[config.mk]
export PLATFORM = sky130hd
export DESIGN_NAME = srdp_core
export DESIGN_NICKNAME = d
export VERILOG_FILES = /design/src/hw/srdp_pkg.sv /design/src/hw/srdp_counter.sv /design/src/hw/srdp_pulser.sv /design/src/hw/srdp_core.sv
export SDC_FILE = /design/constraint.sdc
export NUM_CORES = 1
export LEC_CHECK = 0
export ABC_AREA = 1
export BUFFER_PORTS_ARGS = -buffer_cell sky130_fd_sc_hd__buf_2
export CORE_MARGIN = 8
export CORE_UTILIZATION = 38
export CTS_CLUSTER_DIAMETER = 100
export DETAILED_ROUTE_END_ITERATION = 10
export GPL_TIMING_DRIVEN = 0
export HOLD_SLACK_MARGIN = 0.1
export PLACE_DENSITY = 0.61
export SYNTH_ARGS = -nofsm -noshare
export SYNTH_HDL_FRONTEND = slang
export SYNTH_SLANG_ARGS = --single-unit
[constraint.sdc]
create_clock -name ref_clk_in -period 1.7 [get_ports ref_clk_in]
set_input_delay 0.255 -clock ref_clk_in [delete_from_list [all_inputs] [get_ports ref_clk_in]]
set_output_delay 0.255 -clock ref_clk_in [all_outputs]
set_load 0.01 [all_outputs]
[src/hw/srdp_pkg.sv]
package srdp_pkg;

  // ****************************************
  // Register offsets
  // ****************************************
  localparam int SRDP_ADDR_W = 9;
  localparam logic [8:0] SRDP_OFS_PERIOD_HIGH = 9'h13a;
  localparam logic [8:0] SRDP_OFS_PERIOD_LOW = 9'h13b;
  localparam logic [8:0] SRDP_OFS_DELAY_HIGH = 9'h13c;
  localparam logic [8:0] SRDP_OFS_DELAY_LOW = 9'h13d;
  localparam logic [8:0] SRDP_OFS_BURST = 9'h13e;
  localparam logic [8:0] SRDP_OFS_FEEDBACK = 9'h13f;

  // ****************************************
  // Reset values
  // ****************************************
  localparam logic [7:0] SRDP_RST_PERIOD_HIGH = 8'h0c;
  localparam logic [7:0] SRDP_RST_PERIOD_LOW = 8'h00;
  localparam logic [7:0] SRDP_RST_DELAY_HIGH = 8'h00;
  localparam logic [7:0] SRDP_RST_DELAY_LOW = 8'h08;
  localparam logic [7:0] SRDP_RST_BURST = 8'h03;
  localparam logic [7:0] SRDP_RST_FEEDBACK = 8'h00;

  // ****************************************
  // Field layouts (writable bit masks and positions)
  // ****************************************
  localparam logic [7:0] SRDP_MASK_HIGH = 8'h1f;
  localparam logic [7:0] SRDP_MASK_BURST = 8'h03;
  localparam logic [7:0] SRDP_MASK_FEEDBACK = 8'hbf;
  localparam int SRDP_COUNT_W = 13;
  localparam int SRDP_BURST_W = 4;
  localparam int SRDP_POS_REF_SEL = 7;
  localparam int SRDP_POS_INNER_FB = 5;
  localparam int SRDP_POS_OUTER_FB = 3;
  localparam int SRDP_POS_ZD_SRC = 1;
  localparam int SRDP_POS_ZD_PWR = 0;

  // ****************************************
  // Source select codes
  // ****************************************
  localparam logic [1:0] SRDP_SRC_SYNC = 2'h0;
  localparam logic [1:0] SRDP_SRC_RECLOCK = 2'h1;
  localparam logic [1:0] SRDP_SRC_PULSER = 2'h2;
  localparam logic [1:0] SRDP_SRC_CONT = 2'h3;

  typedef enum logic [1:0] {
    SRDP_PLS_IDLE,
    SRDP_PLS_ARMED,
    SRDP_PLS_BURST
  } srdp_pulse_state_e;

endpackage : srdp_pkg

[src/hw/srdp_counter.sv]
`timescale 1ns/1ps
// ****************************************
// Down counter: one-shot or repeating period
// ****************************************
module srdp_counter
  import srdp_pkg::*;
#(
  parameter int W = 13
) (
  input wire logic ref_clk_in,
  input wire logic rst_b_in,
  input wire logic ce_in,
  input wire logic load_in,
  input wire logic stop_in,
  input wire logic repeat_in,
  input wire logic [W-1:0] value_in,
  output logic [W-1:0] count_out,
  output logic busy_out,
  output logic tick_out
);

  logic [W-1:0] cnt_q;
  logic busy_q;
  logic [W-1:0] gap_q;

  assign count_out = cnt_q;
  assign busy_out = busy_q;
  // Terminal count, suppressed while a fresh load or stop takes over
  assign tick_out = ce_in && busy_q && (cnt_q == '0) && !load_in && !stop_in;

  // Count from value-1 down to zero, so a period spans exactly value cycles
  always_ff @(posedge ref_clk_in) begin
    if (!rst_b_in) begin
      cnt_q <= '0;
      busy_q <= 1'b0;
    end else if (ce_in) begin
      if (stop_in) begin
        busy_q <= 1'b0;
      end else if (load_in) begin
        cnt_q <= value_in - W'(1);
        busy_q <= 1'b1;
      end else if (busy_q) begin
        if (cnt_q == '0) begin
          if (repeat_in) begin
            cnt_q <= value_in - W'(1);
          end else begin
            busy_q <= 1'b0;
          end
        end else begin
          cnt_q <= cnt_q - W'(1);
        end
      end
    end
  end

  // Helper: enabled cycles since the last load or reload
  always_ff @(posedge ref_clk_in) begin
    if (!rst_b_in) begin
      gap_q <= '0;
    end else if (ce_in) begin
      if (load_in || tick_out) begin
        gap_q <= '0;
      end else if (busy_q) begin
        gap_q <= gap_q + W'(1);
      end
    end
  end
endmodule : srdp_counter

[src/hw/srdp_pulser.sv]
`timescale 1ns/1ps
// ****************************************
// Burst pulser: gates a run of divider periods
// ****************************************
module srdp_pulser
  import srdp_pkg::*;
#(
  parameter int BW = SRDP_BURST_W
) (
  input wire logic ref_clk_in,
  input wire logic rst_b_in,
  input wire logic ce_in,
  input wire logic launch_in,
  input wire logic stop_in,
  input wire logic tick_in,
  input wire logic [1:0] code_in,
  output logic active_out,
  output logic busy_out
);

  srdp_pulse_state_e state_q;
  logic [BW-1:0] rem_q;

  assign active_out = (state_q == SRDP_PLS_BURST);
  assign busy_out = (state_q != SRDP_PLS_IDLE);

  // Arm on launch, open at the next period boundary, close after rem periods
  always_ff @(posedge ref_clk_in) begin
    if (!rst_b_in) begin
      state_q <= SRDP_PLS_IDLE;
      rem_q <= '0;
    end else if (ce_in) begin
      if (stop_in) begin
        state_q <= SRDP_PLS_IDLE;
      end else if (launch_in) begin
        // A relaunch during a burst restarts it cleanly
        state_q <= SRDP_PLS_ARMED;
        rem_q <= BW'(1) << code_in;
      end else begin
        case (state_q)
          SRDP_PLS_ARMED: begin
            if (tick_in) begin
              state_q <= SRDP_PLS_BURST;
            end
          end
          SRDP_PLS_BURST: begin
            if (tick_in) begin
              if (rem_q == BW'(1)) begin
                state_q <= SRDP_PLS_IDLE;
              end
              rem_q <= rem_q - BW'(1);
            end
          end
          default: begin
            state_q <= SRDP_PLS_IDLE;
          end
        endcase
      end
    end
  end
endmodule : srdp_pulser

[src/hw/srdp_core.sv]
`timescale 1ns/1ps
// Operation
// Period value is high register bits 4:0 over the full low register.
// Divider divides by exactly the programmed value, 8 through 8191.
// Software never programs divide values 0 through 7.
// Delay value is high register bits 4:0 over the full low register.
// Digital delay equals the programmed value in steps, 8 through 8191.
// Burst setting has no effect while the source is continuous.
// Burst code 0,1,2,3 yields 1,2,4,8 pulses.
// Burst register write launches a burst if pulser selected and powered.
// Inner loop reference: oscillator input at 0, reference input at 1.
// Inner loop divider input: prescaler at 0, feedback mux at 1.
// Outer loop divider input: oscillator, feedback mux, inner prescaler.
// Zero-delay source: output six, output eight, divider, external.
// Software sets the zero-delay path power bit for zero-delay use.
// Source select: sync, reclocked, pulser, continuous for codes 0 to 3.
// Power-down disables the divider and all SYSREF output.
// Split values apply atomically once the low byte is written.
// Reserved bits read zero and writes to them change nothing.
module srdp_core
  import srdp_pkg::*;
#(
  parameter int CW = SRDP_COUNT_W
) (
  input wire logic ref_clk_in,
  input wire logic rst_b_in,
  input wire logic ce_in,
  input wire logic reg_wr_in,
  input wire logic reg_rd_in,
  input wire logic [SRDP_ADDR_W-1:0] reg_addr_in,
  input wire logic [7:0] reg_wdata_in,
  output logic [7:0] reg_rdata_out,
  input wire logic [1:0] sysref_source_select_in,
  input wire logic sysref_power_down_in,
  input wire logic sync_in,
  output logic sysref_out,
  output logic sysref_burst_busy_out,
  output logic [CW-1:0] sysref_period_count_out,
  output logic [CW-1:0] sysref_delay_count_out,
  output logic inner_loop_ref_select_out,
  output logic inner_loop_feedback_select_out,
  output logic [1:0] outer_loop_feedback_select_out,
  output logic [1:0] zero_delay_source_select_out,
  output logic zero_delay_path_power_out
);

  // ****************************************
  // Register storage
  // ****************************************
  logic [7:0] period_high_q;
  logic [7:0] period_low_q;
  logic [7:0] delay_high_q;
  logic [7:0] delay_low_q;
  logic [7:0] burst_q;
  logic [7:0] feedback_q;
  logic [CW-1:0] period_q;
  logic [CW-1:0] delay_q;
  logic [7:0] rdata_q;
  logic wr_period_low;
  logic wr_delay_low;
  logic wr_burst;

  assign wr_period_low = ce_in && reg_wr_in && (reg_addr_in == SRDP_OFS_PERIOD_LOW);
  assign wr_delay_low = ce_in && reg_wr_in && (reg_addr_in == SRDP_OFS_DELAY_LOW);
  assign wr_burst = ce_in && reg_wr_in && (reg_addr_in == SRDP_OFS_BURST);

  // Byte writes; reserved bits are masked so they always hold zero
  always_ff @(posedge ref_clk_in) begin
    if (!rst_b_in) begin
      period_high_q <= SRDP_RST_PERIOD_HIGH;
      period_low_q <= SRDP_RST_PERIOD_LOW;
      delay_high_q <= SRDP_RST_DELAY_HIGH;
      delay_low_q <= SRDP_RST_DELAY_LOW;
      burst_q <= SRDP_RST_BURST;
      feedback_q <= SRDP_RST_FEEDBACK;
    end else if (ce_in && reg_wr_in) begin
      case (reg_addr_in)
        SRDP_OFS_PERIOD_HIGH: period_high_q <= reg_wdata_in & SRDP_MASK_HIGH;
        SRDP_OFS_PERIOD_LOW: period_low_q <= reg_wdata_in;
        SRDP_OFS_DELAY_HIGH: delay_high_q <= reg_wdata_in & SRDP_MASK_HIGH;
        SRDP_OFS_DELAY_LOW: delay_low_q <= reg_wdata_in;
        SRDP_OFS_BURST: burst_q <= reg_wdata_in & SRDP_MASK_BURST;
        SRDP_OFS_FEEDBACK: feedback_q <= reg_wdata_in & SRDP_MASK_FEEDBACK;
        default: begin
        end
      endcase
    end
  end

  // Applied 13-bit values change only on the low byte write, so the
  // divider never runs on a half-updated high/low mix
  always_ff @(posedge ref_clk_in) begin
    if (!rst_b_in) begin
      period_q <= CW'({SRDP_RST_PERIOD_HIGH[4:0], SRDP_RST_PERIOD_LOW});
      delay_q <= CW'({SRDP_RST_DELAY_HIGH[4:0], SRDP_RST_DELAY_LOW});
    end else begin
      if (wr_period_low) begin
        period_q <= CW'({period_high_q[4:0], reg_wdata_in});
      end
      if (wr_delay_low) begin
        delay_q <= CW'({delay_high_q[4:0], reg_wdata_in});
      end
    end
  end

  // Read data, one cycle after the strobe; unmapped offsets read zero
  always_ff @(posedge ref_clk_in) begin
    if (!rst_b_in) begin
      rdata_q <= 8'h00;
    end else if (ce_in && reg_rd_in) begin
      case (reg_addr_in)
        SRDP_OFS_PERIOD_HIGH: rdata_q <= period_high_q;
        SRDP_OFS_PERIOD_LOW: rdata_q <= period_low_q;
        SRDP_OFS_DELAY_HIGH: rdata_q <= delay_high_q;
        SRDP_OFS_DELAY_LOW: rdata_q <= delay_low_q;
        SRDP_OFS_BURST: rdata_q <= burst_q;
        SRDP_OFS_FEEDBACK: rdata_q <= feedback_q;
        default: rdata_q <= 8'h00;
      endcase
    end
  end

  assign reg_rdata_out = rdata_q;
  assign sysref_period_count_out = period_q;
  assign sysref_delay_count_out = delay_q;

  // ****************************************
  // Loop and feedback multiplexer selects
  // ****************************************
  assign inner_loop_ref_select_out = feedback_q[SRDP_POS_REF_SEL];
  assign inner_loop_feedback_select_out = feedback_q[SRDP_POS_INNER_FB];
  assign outer_loop_feedback_select_out = feedback_q[SRDP_POS_OUTER_FB +: 2];
  assign zero_delay_source_select_out = feedback_q[SRDP_POS_ZD_SRC +: 2];
  assign zero_delay_path_power_out = feedback_q[SRDP_POS_ZD_PWR];

  // ****************************************
  // Delay then divider sequencing
  // ****************************************
  logic restart_q;
  logic dly_load;
  logic dly_tick;
  logic div_tick;
  logic div_busy;
  logic [CW-1:0] div_count;
  logic div_level;

  // Restart is pending after reset, power-down or a new value; the set wins
  // over the consume so a write in the consuming cycle is not lost
  assign dly_load = ce_in && restart_q && !sysref_power_down_in;

  always_ff @(posedge ref_clk_in) begin
    if (!rst_b_in) begin
      restart_q <= 1'b1;
    end else if (ce_in) begin
      if (sysref_power_down_in || wr_period_low || wr_delay_low) begin
        restart_q <= 1'b1;
      end else if (dly_load) begin
        restart_q <= 1'b0;
      end
    end
  end

  srdp_counter #(
    .W(CW)
  ) u_delay (
    .ref_clk_in(ref_clk_in),
    .rst_b_in(rst_b_in),
    .ce_in(ce_in),
    .load_in(dly_load),
    .stop_in(sysref_power_down_in),
    .repeat_in(1'b0),
    .value_in(delay_q),
    .count_out(),
    .busy_out(),
    .tick_out(dly_tick)
  );

  // Divider starts once the delay has elapsed, and stops on restart
  srdp_counter #(
    .W(CW)
  ) u_divider (
    .ref_clk_in(ref_clk_in),
    .rst_b_in(rst_b_in),
    .ce_in(ce_in),
    .load_in(dly_tick),
    .stop_in(sysref_power_down_in || dly_load),
    .repeat_in(1'b1),
    .value_in(period_q),
    .count_out(div_count),
    .busy_out(div_busy),
    .tick_out(div_tick)
  );

  // High for the first half of each period (rounded up for odd values)
  assign div_level = div_busy && (div_count >= (period_q >> 1));

  // ****************************************
  // Burst pulser
  // ****************************************
  logic launch;
  logic burst_active;

  // Launch only with pulser source and circuitry powered; never continuous
  assign launch = wr_burst && (sysref_source_select_in == SRDP_SRC_PULSER)
                  && !sysref_power_down_in;

  srdp_pulser u_pulser (
    .ref_clk_in(ref_clk_in),
    .rst_b_in(rst_b_in),
    .ce_in(ce_in),
    .launch_in(launch),
    .stop_in(sysref_power_down_in),
    .tick_in(div_tick),
    .code_in(reg_wdata_in[1:0]),
    .active_out(burst_active),
    .busy_out(sysref_burst_busy_out)
  );

  // ****************************************
  // Output source selection
  // ****************************************
  logic reclk_q;
  logic sysref_q;
  logic sysref_d;

  // Re-clocked path samples sync on the divider boundary
  always_ff @(posedge ref_clk_in) begin
    if (!rst_b_in) begin
      reclk_q <= 1'b0;
    end else if (ce_in && div_tick) begin
      reclk_q <= sync_in;
    end
  end

  always_comb begin
    sysref_d = 1'b0;
    if (!sysref_power_down_in) begin
      case (sysref_source_select_in)
        SRDP_SRC_SYNC: sysref_d = sync_in;
        SRDP_SRC_RECLOCK: sysref_d = reclk_q;
        SRDP_SRC_PULSER: sysref_d = burst_active && div_level;
        SRDP_SRC_CONT: sysref_d = div_level;
        default: sysref_d = 1'b0;
      endcase
    end
  end

  always_ff @(posedge ref_clk_in) begin
    if (!rst_b_in) begin
      sysref_q <= 1'b0;
    end else if (ce_in) begin
      sysref_q <= sysref_d;
    end
  end

  assign sysref_out = sysref_q;
endmodule : srdp_core

==> flow_metrics.tcl, run 1 <==
set metrics [dict create \
    gr-total-overflow 0 \
    grt_pass1_wl_um 26700 \
    initial_core_util_pct 38.3 \
    hold_depth 3 \
    vias 5426 \
    finalSetupViolations 4 \
    synth.yosys.warnings 0 \
    area_growth_pct 27.4 \
    post-route-min-period_ns 1.77 \
    synth_top_area_share_pct 34.3 \
    detail_route.wl_per_cell_um 16.1 \
    clkPwrFrac_pct 38.1 \
    layout_common_cells "nand2_1 (137), inv_1 (91), a21oi_1 (82), o21ai_0 (79), dfxtp_1 (71)" \
    drt_iter0_markers 329 \
    drtAntennaViolNets 0 \
    violations "negative setup slack" \
    worstMarginPinSlew_ns 0.813 \
    switching_share_pct 29.2 \
    hold_ws_ns 0.176 \
    drt-total-wl_um 17100 \
    switchingPower_mw 1.46 \
    synth_seq_cells 90 \
    rr_worst_depth 12 \
    power_mw 5.01 \
    clk_pin_slew_ns 0.06 \
    via_per_inst 5.12 \
    rsz0062_at_grt "true" \
    hold_viol 0 \
    die-area_um2 17800 \
    cp_data_arrival_time_ns 2.06 \
    maxSlewViolCount 0 \
    critPathLaunchType "flop" \
    grt_pass1_vias 5080 \
    cts_tree "done" \
    setup_ws_ns -0.0724 \
    synth_largest_area_cell "dfxtp_1" \
    numPortBuffers 67 \
    syn_inst 780 \
    ctsHtreeMaxLevel 3 \
    insertion_delay_ns 0.35 \
    fin_crit_sh_pct 104 \
    cts.sinks 90 \
    grt_usage_pct 18.9 \
    rrSetupSlack_ns -0.07 \
    max_cap_viol_count 0 \
    std_cell_rows 43 \
    place_hpwl_um 12800 \
    syn-num-nets 823 \
    ioPinCount 69 \
    vdd_drop_max_uv 558 \
    core_um2 13700 \
    drcViolationCount 0 \
    critPathCaptureType "flop" \
    powerDensity_nw_per_um2 749 \
    grt_max_degree 14 \
    nNetsFinal 919 \
    critical_path_class "flop to flop" \
    fmax_mhz 564 \
    hp-start "sync_in" \
    timing.rr.start "restart_q" \
    hold_buffers 0 \
    skew_ns 0.00665 \
    fp.dieH_um 134 \
    antenna_found_initial 0 \
    pre_cts_ws_ns -0.431 \
    cts_made_buffers 9 \
    layout_commonest_cell "nand2_1" \
    syn-cell-area_um2 5250 \
    p_seq_share_pct 43.6 \
    intPower_mw 3.55 \
    crit_fanout 7 \
    p_comb_share_pct 18.3 \
    hold_end "reclk_q" \
    status "finished with violations" \
    drive_gt1_share_pct 27.0 \
    rr_endpoint "u_delay.count_out[8]" \
    yosysUniqueCellTypes 40 \
    synthTopCellsByArea "dfxtp_1 (34%), nand2_1 (11%), o21ai_0 (8.4%)" \
    firstDrtPassIters 5 \
    clk_path_buf_depth 2 \
    cts_root_buf "clkbuf_16" \
    gp_congestion 0.916 \
    required_ns 1.99 \
    p_leak_nw 3.13 \
    relSlewSlack_pct 45.8 \
    antenna_cells 0 \
    die_w_um 134 \
    hold_class "input pin to flop" \
    yosysSeqAreaShare_pct 34.3 \
    synth.avg_cell_area_um2 6.74 \
]
-- sequential cells by signal, summed over array words and instances, names as in the netlist --
signal                   cells
u_delay.count_out           13
reclk_q                      1
u_delay.busy_out             1
u_pulser.state_q             2
sysref_out                   1
reg_rdata_out                8
u_pulser.rem_q               4
delay_low_q                  7
restart_q                    1
delay_high_q                 5
u_divider.busy_out           1
period_high_q                5
period_low_q                 7
feedback_q                   7
burst_q                      2
sysref_delay_count_out       6
sysref_period_count_out      6
u_divider.count_out         13
-- final cells by class --
| cell class | instances | area [um2] |
|---|---|---|
| timing repair buffer | 86 | 509 |
| clock buffer | 13 | 260 |
| buffer | 21 | 143 |
| tap | 180 | 225 |
| clock inverter | 2 | 12.5 |
| inverter | 115 | 442 |
| multi-input combinational | 553 | 3260 |
| sequential | 90 | 1840 |
| fill | 1450 | 7030 |
-- synth_stat cells --
library cell and number:
nor3_1 3, o211ai_1 6, buf_2 7, clkinv_1 1
a221oi_1 1, nor2_2 5, buf_1 1, o21ai_1 2
nand3b_1 1, a211oi_1 4, buf_6 2, xor2_1 10
nand4_1 7, xnor2_1 7, o21ai_0 88, o31ai_1 1
buf_12 1, inv_1 111, or2_1 2, or2_2 2
clkbuf_1 11, nand2_2 8, o22ai_1 5, nand2_1 147
inv_2 3, dfxtp_1 90, a21oi_1 85, nand2_4 3
nand3_1 43, o2111ai_1 1, nor2_1 82, o221ai_1 1
ha_1 17, o21ai_4 4, o21ai_2 6, a21oi_2 2
nor2_4 5, a31oi_1 3, nor3_4 1, nand4_2 1
-- power groups by stage --
stage               Clock (mW)  Sequential, mW  Combinational (mW)
global placement             0            2.23               0.736
CTS                       1.93            2.19               0.798
floorplan                    0            2.23               0.543
finish                    1.91            2.18               0.915
global route              2.01            2.19                1.01
detailed placement           0            2.23               0.738
-- routing by layer --
metal,up-vias,track usage [%],part of all wire [%]
met5,-,0,0
met4,0,6.74,2.0
met3,20,3.50,4.5
met2,144,29.4,46
met1,2506,25.5,47
li1,2756,-,-
-- worst max path at each step --
stage / from / to / slack [ns] / depth (start not counted)
final: restart_q / u_delay.count_out[8] / -0.07 / 12
after floorplan: ce_in / u_delay.count_out[8] / 0.02 / 13
after global placement: sysref_power_down_in / u_divider.count_out[10] / -0.40 / 10
after CTS: restart_q / u_delay.count_out[9] / -0.03 / 14
after detailed placement: sysref_power_down_in / u_divider.count_out[10] / -0.43 / 10
after global routing: restart_q / u_delay.count_out[9] / -0.18 / 14
-- worst max-delay path, cell delays in order (launching register included) --
cell,delay (ns)
dfxtp_2,0.33
nand2_4,0.06
nor2_4,0.04
buf_8,0.14
buf_12,0.14
buf_6,0.11
o21ai_4,0.15
inv_2,0.06
ha_4,0.18
nand2_4,0.11
nor2_4,0.05
or2_1,0.21
a21oi_2,0.11
-- through the flow --
step           util [%]  instance area (um2)  std cells  setup TNS, ns
6_report           48.8                 6690       1060         -0.144
5_1_grt            48.8                 6690       1060          -1.06
4_1_cts            45.9                 6290       1050        -0.0367
3_5_place_dp       42.4                 5820       1027         -10.44
3_3_place_gp       42.4                 5820       1027          -9.38
2_1_floorplan         -                 5260        780              0
-- cells by family (layout without fill, tap and decap cells) --
logic type / Yosys count / in the layout / share of synthesized area (%)
simple gates: 310 / 310 / 26.0
compound gates: 209 / 209 / 22.3
buf+inv: 137 / 237 / 10.5
flops: 90 / 90 / 34.3
fa+ha+maj: 17 / 17 / 4.05
xor+xnor: 17 / 17 / 2.83
-- timing repair --
action,4_1_cts,5_1_grt
endpoints found under the setup margin,27,38
gates resized for setup,47,101
gates cloned,0,1
buffers inserted,8,10
pin swaps,15,29
Note: power is estimated with default switching activity, not from simulation.
==> inputs of run 2 (changes only) <==
--- a/config.mk
+++ b/config.mk
@@ -13,7 +13,7 @@
 export DETAILED_ROUTE_END_ITERATION = 10
 export GPL_TIMING_DRIVEN = 0
 export HOLD_SLACK_MARGIN = 0.1
-export PLACE_DENSITY = 0.61
+export PLACE_DENSITY = 0.54
 export SYNTH_ARGS = -nofsm -noshare
 export SYNTH_HDL_FRONTEND = slang
 export SYNTH_SLANG_ARGS = --single-unit
==> constraint.sdc (replaced) <==
create_clock -name ref_clk_in -period 1.8 [get_ports ref_clk_in]
set_input_delay 0.27 -clock ref_clk_in [delete_from_list [all_inputs] [get_ports ref_clk_in]]
set_output_delay 0.27 -clock ref_clk_in [all_outputs]
set_load 0.02 [all_outputs]
==> run 2 against run 1 <==
Net effect:
- the run now ends clean
- maximum frequency up 2.5%
- register-to-register slack better by 0.14 ns
- critical path type unchanged
- combinational power down 9.0%
- setup slack better by 0.14 ns
- sequential share of layout area up 0.98 points
- die area unchanged
- cell count down 0.47%
- critical path depth up 3
- clock power about the same
- worst hold slack better by 0.019 ns
- clock-buffer cell count down 3
==> flow_metrics.tcl, run 2 (synthesized netlist as in run 1, its figures left out) <==
set metrics [dict create \
    gr-total-overflow 0 \
    layout_common_cells "nand2_1 (140), inv_1 (101), o21ai_0 (87), a21oi_1 (84), dfxtp_1 (80)" \
    numPortBuffers 67 \
    antenna_cells 0 \
    via_per_inst 5.11 \
    drt_iter0_markers 406 \
    cts_tree "done" \
    die-area_um2 17800 \
    fmax_mhz 578 \
    powerDensity_nw_per_um2 749 \
    post-route-min-period_ns 1.73 \
    gp_congestion 0.885 \
    rr_worst_depth 15 \
    required_ns 2.06 \
    status "finished, final reports clean" \
    detail_route.wl_per_cell_um 16.7 \
    ctsHtreeMaxLevel 3 \
    drcViolationCount 0 \
    final_area_um2 6380 \
    switchingPower_mw 1.46 \
    switching_share_pct 30.6 \
    nNetsFinal 913 \
    rrSetupSlack_ns 0.07 \
    crit_chain "nand2_4, nor2_4, buf_8, buf_12, buf_12, nand2_4, o21ai_4, nor2_4, nand2_2, nor2_4, nand2_1, nand2_1, nand3_1, nand2_1, inv_1" \
    intPower_mw 3.32 \
    grt_pass1_vias 5164 \
    hold_class "input pin to flop" \
    critical_path_class "flop to flop" \
    placed_cells 1027 \
    clk_path_buf_depth 2 \
    grt_usage_pct 19.6 \
    antenna_found_initial 0 \
    maxSlewViolCount 0 \
    cts_root_buf "clkbuf_16" \
    vias 5394 \
    slowest_delay_ns 0.34 \
    critPathLaunchType "flop" \
    grt_max_degree 17 \
    fp.dieH_um 134 \
    cp_data_arrival_time_ns 1.98 \
    worstMarginPinSlew_ns 0.802 \
    p_seq_share_pct 43.2 \
    drtAntennaViolNets 0 \
    max_cap_viol_count 0 \
    grt_pass1_wl_um 27500 \
    finalNonFillerCells 1055 \
    die_w_um 134 \
    relSlewSlack_pct 46.5 \
    p_comb_share_pct 17.4 \
    drt-total-wl_um 17600 \
    dpl_cell_area_um2 5810 \
    place_hpwl_um 13400 \
    drive_gt1_share_pct 21.6 \
    crit_fanout 6 \
    crit_path_top_delay_cell "dfxtp_2" \
    clk_pin_slew_ns 0.07 \
    critPathCaptureType "flop" \
    hold_depth 3 \
    cts_made_buffers 9 \
    insertion_delay_ns 0.36 \
    rsz0062_at_grt "true" \
    firstDrtPassIters 6 \
    finalSetupViolations 0 \
    layout_commonest_cell "nand2_1" \
    skew_ns 0.00626 \
    std_cell_rows 43 \
    vdd_drop_max_uv 392 \
    hold_viol 0 \
    ioPinCount 69 \
    core_um2 13700 \
    initial_core_util_pct 38.3 \
    cts.sinks 90 \
    area_growth_pct 21.4 \
    p_leak_nw 3.04 \
    fin_crit_sh_pct 96.1 \
    clkPwrFrac_pct 39.4 \
]
-- run 2: final timing paths --
path | end | startpoint
hold reg to reg | reg_rdata_out[5] | reg_rdata_out[5]
hold / removal | reclk_q | sync_in
setup reg to reg | u_delay.count_out[10] | restart_q
setup / recovery | u_delay.count_out[10] | restart_q
-- run 2: metrics by stage --
stage          util [%]  hold slack, ns  TNS [ns]  total power, mW  setup slack [ns]
4_1_cts            44.9           0.187         0             4.71           0.00290
6_report           46.5           0.196         0             4.78            0.0705
3_3_place_gp       42.4           0.455     -5.66             2.81            -0.333
2_1_floorplan         -           0.396         0             2.62            0.0402
5_1_grt            46.5           0.222    -0.107             4.98           -0.0463
3_5_place_dp       42.4           0.458     -5.95             2.82            -0.315
-- run 2: final cells by class --
class / count / area [um2]
buffer: 22 / 146
tap: 180 / 225
sequential: 90 / 1820
timing repair buffer: 79 / 442
clock buffer: 10 / 239
multi-input combinational: 553 / 3030
fill: 1442 / 7340
inverter: 115 / 432
clock inverter: 6 / 46.3
-- run 2: power groups by stage --
stage          clock network, mW  logic, mW  registers (mW)
2_1_floorplan                  0      0.512            2.11
3_3_place_gp                   0      0.702            2.11
3_5_place_dp                   0      0.712            2.11
4_1_cts                     1.92      0.729            2.06
5_1_grt                     1.99      0.923            2.07
6_report                    1.88      0.833            2.06
-- run 2: critical path: cells and delay by family, from the launching register on --
family | cells | cell delay (ns)
simple gates | 10 | 0.79
compound gates | 1 | 0.09
flops | 1 | 0.34
buf+inv | 4 | 0.43
-- run 2: metal layers --
| metal | routed length (um) | vias to the layer above | GRT usage, % |
|---|---|---|---|
| met5 | 0 | - | 0 |
| li1 | - | 2739 | - |
| met3 | 798 | 28 | 3.31 |
| met4 | 478 | 0 | 8.86 |
| met1 | 8060 | 2480 | 25.0 |
| met2 | 8250 | 147 | 31.7 |
-- run 2: repair_timing --
| item | CTS | global route |
|---|---|---|
| cloned | 0 | 1 |
| resized for setup | 15 | 55 |
| hold buffers | 0 | 0 |
| pin swaps | 1 | 8 |
| buffers inserted | 3 | 8 |
| endpoints found under the setup margin | 24 | 31 |
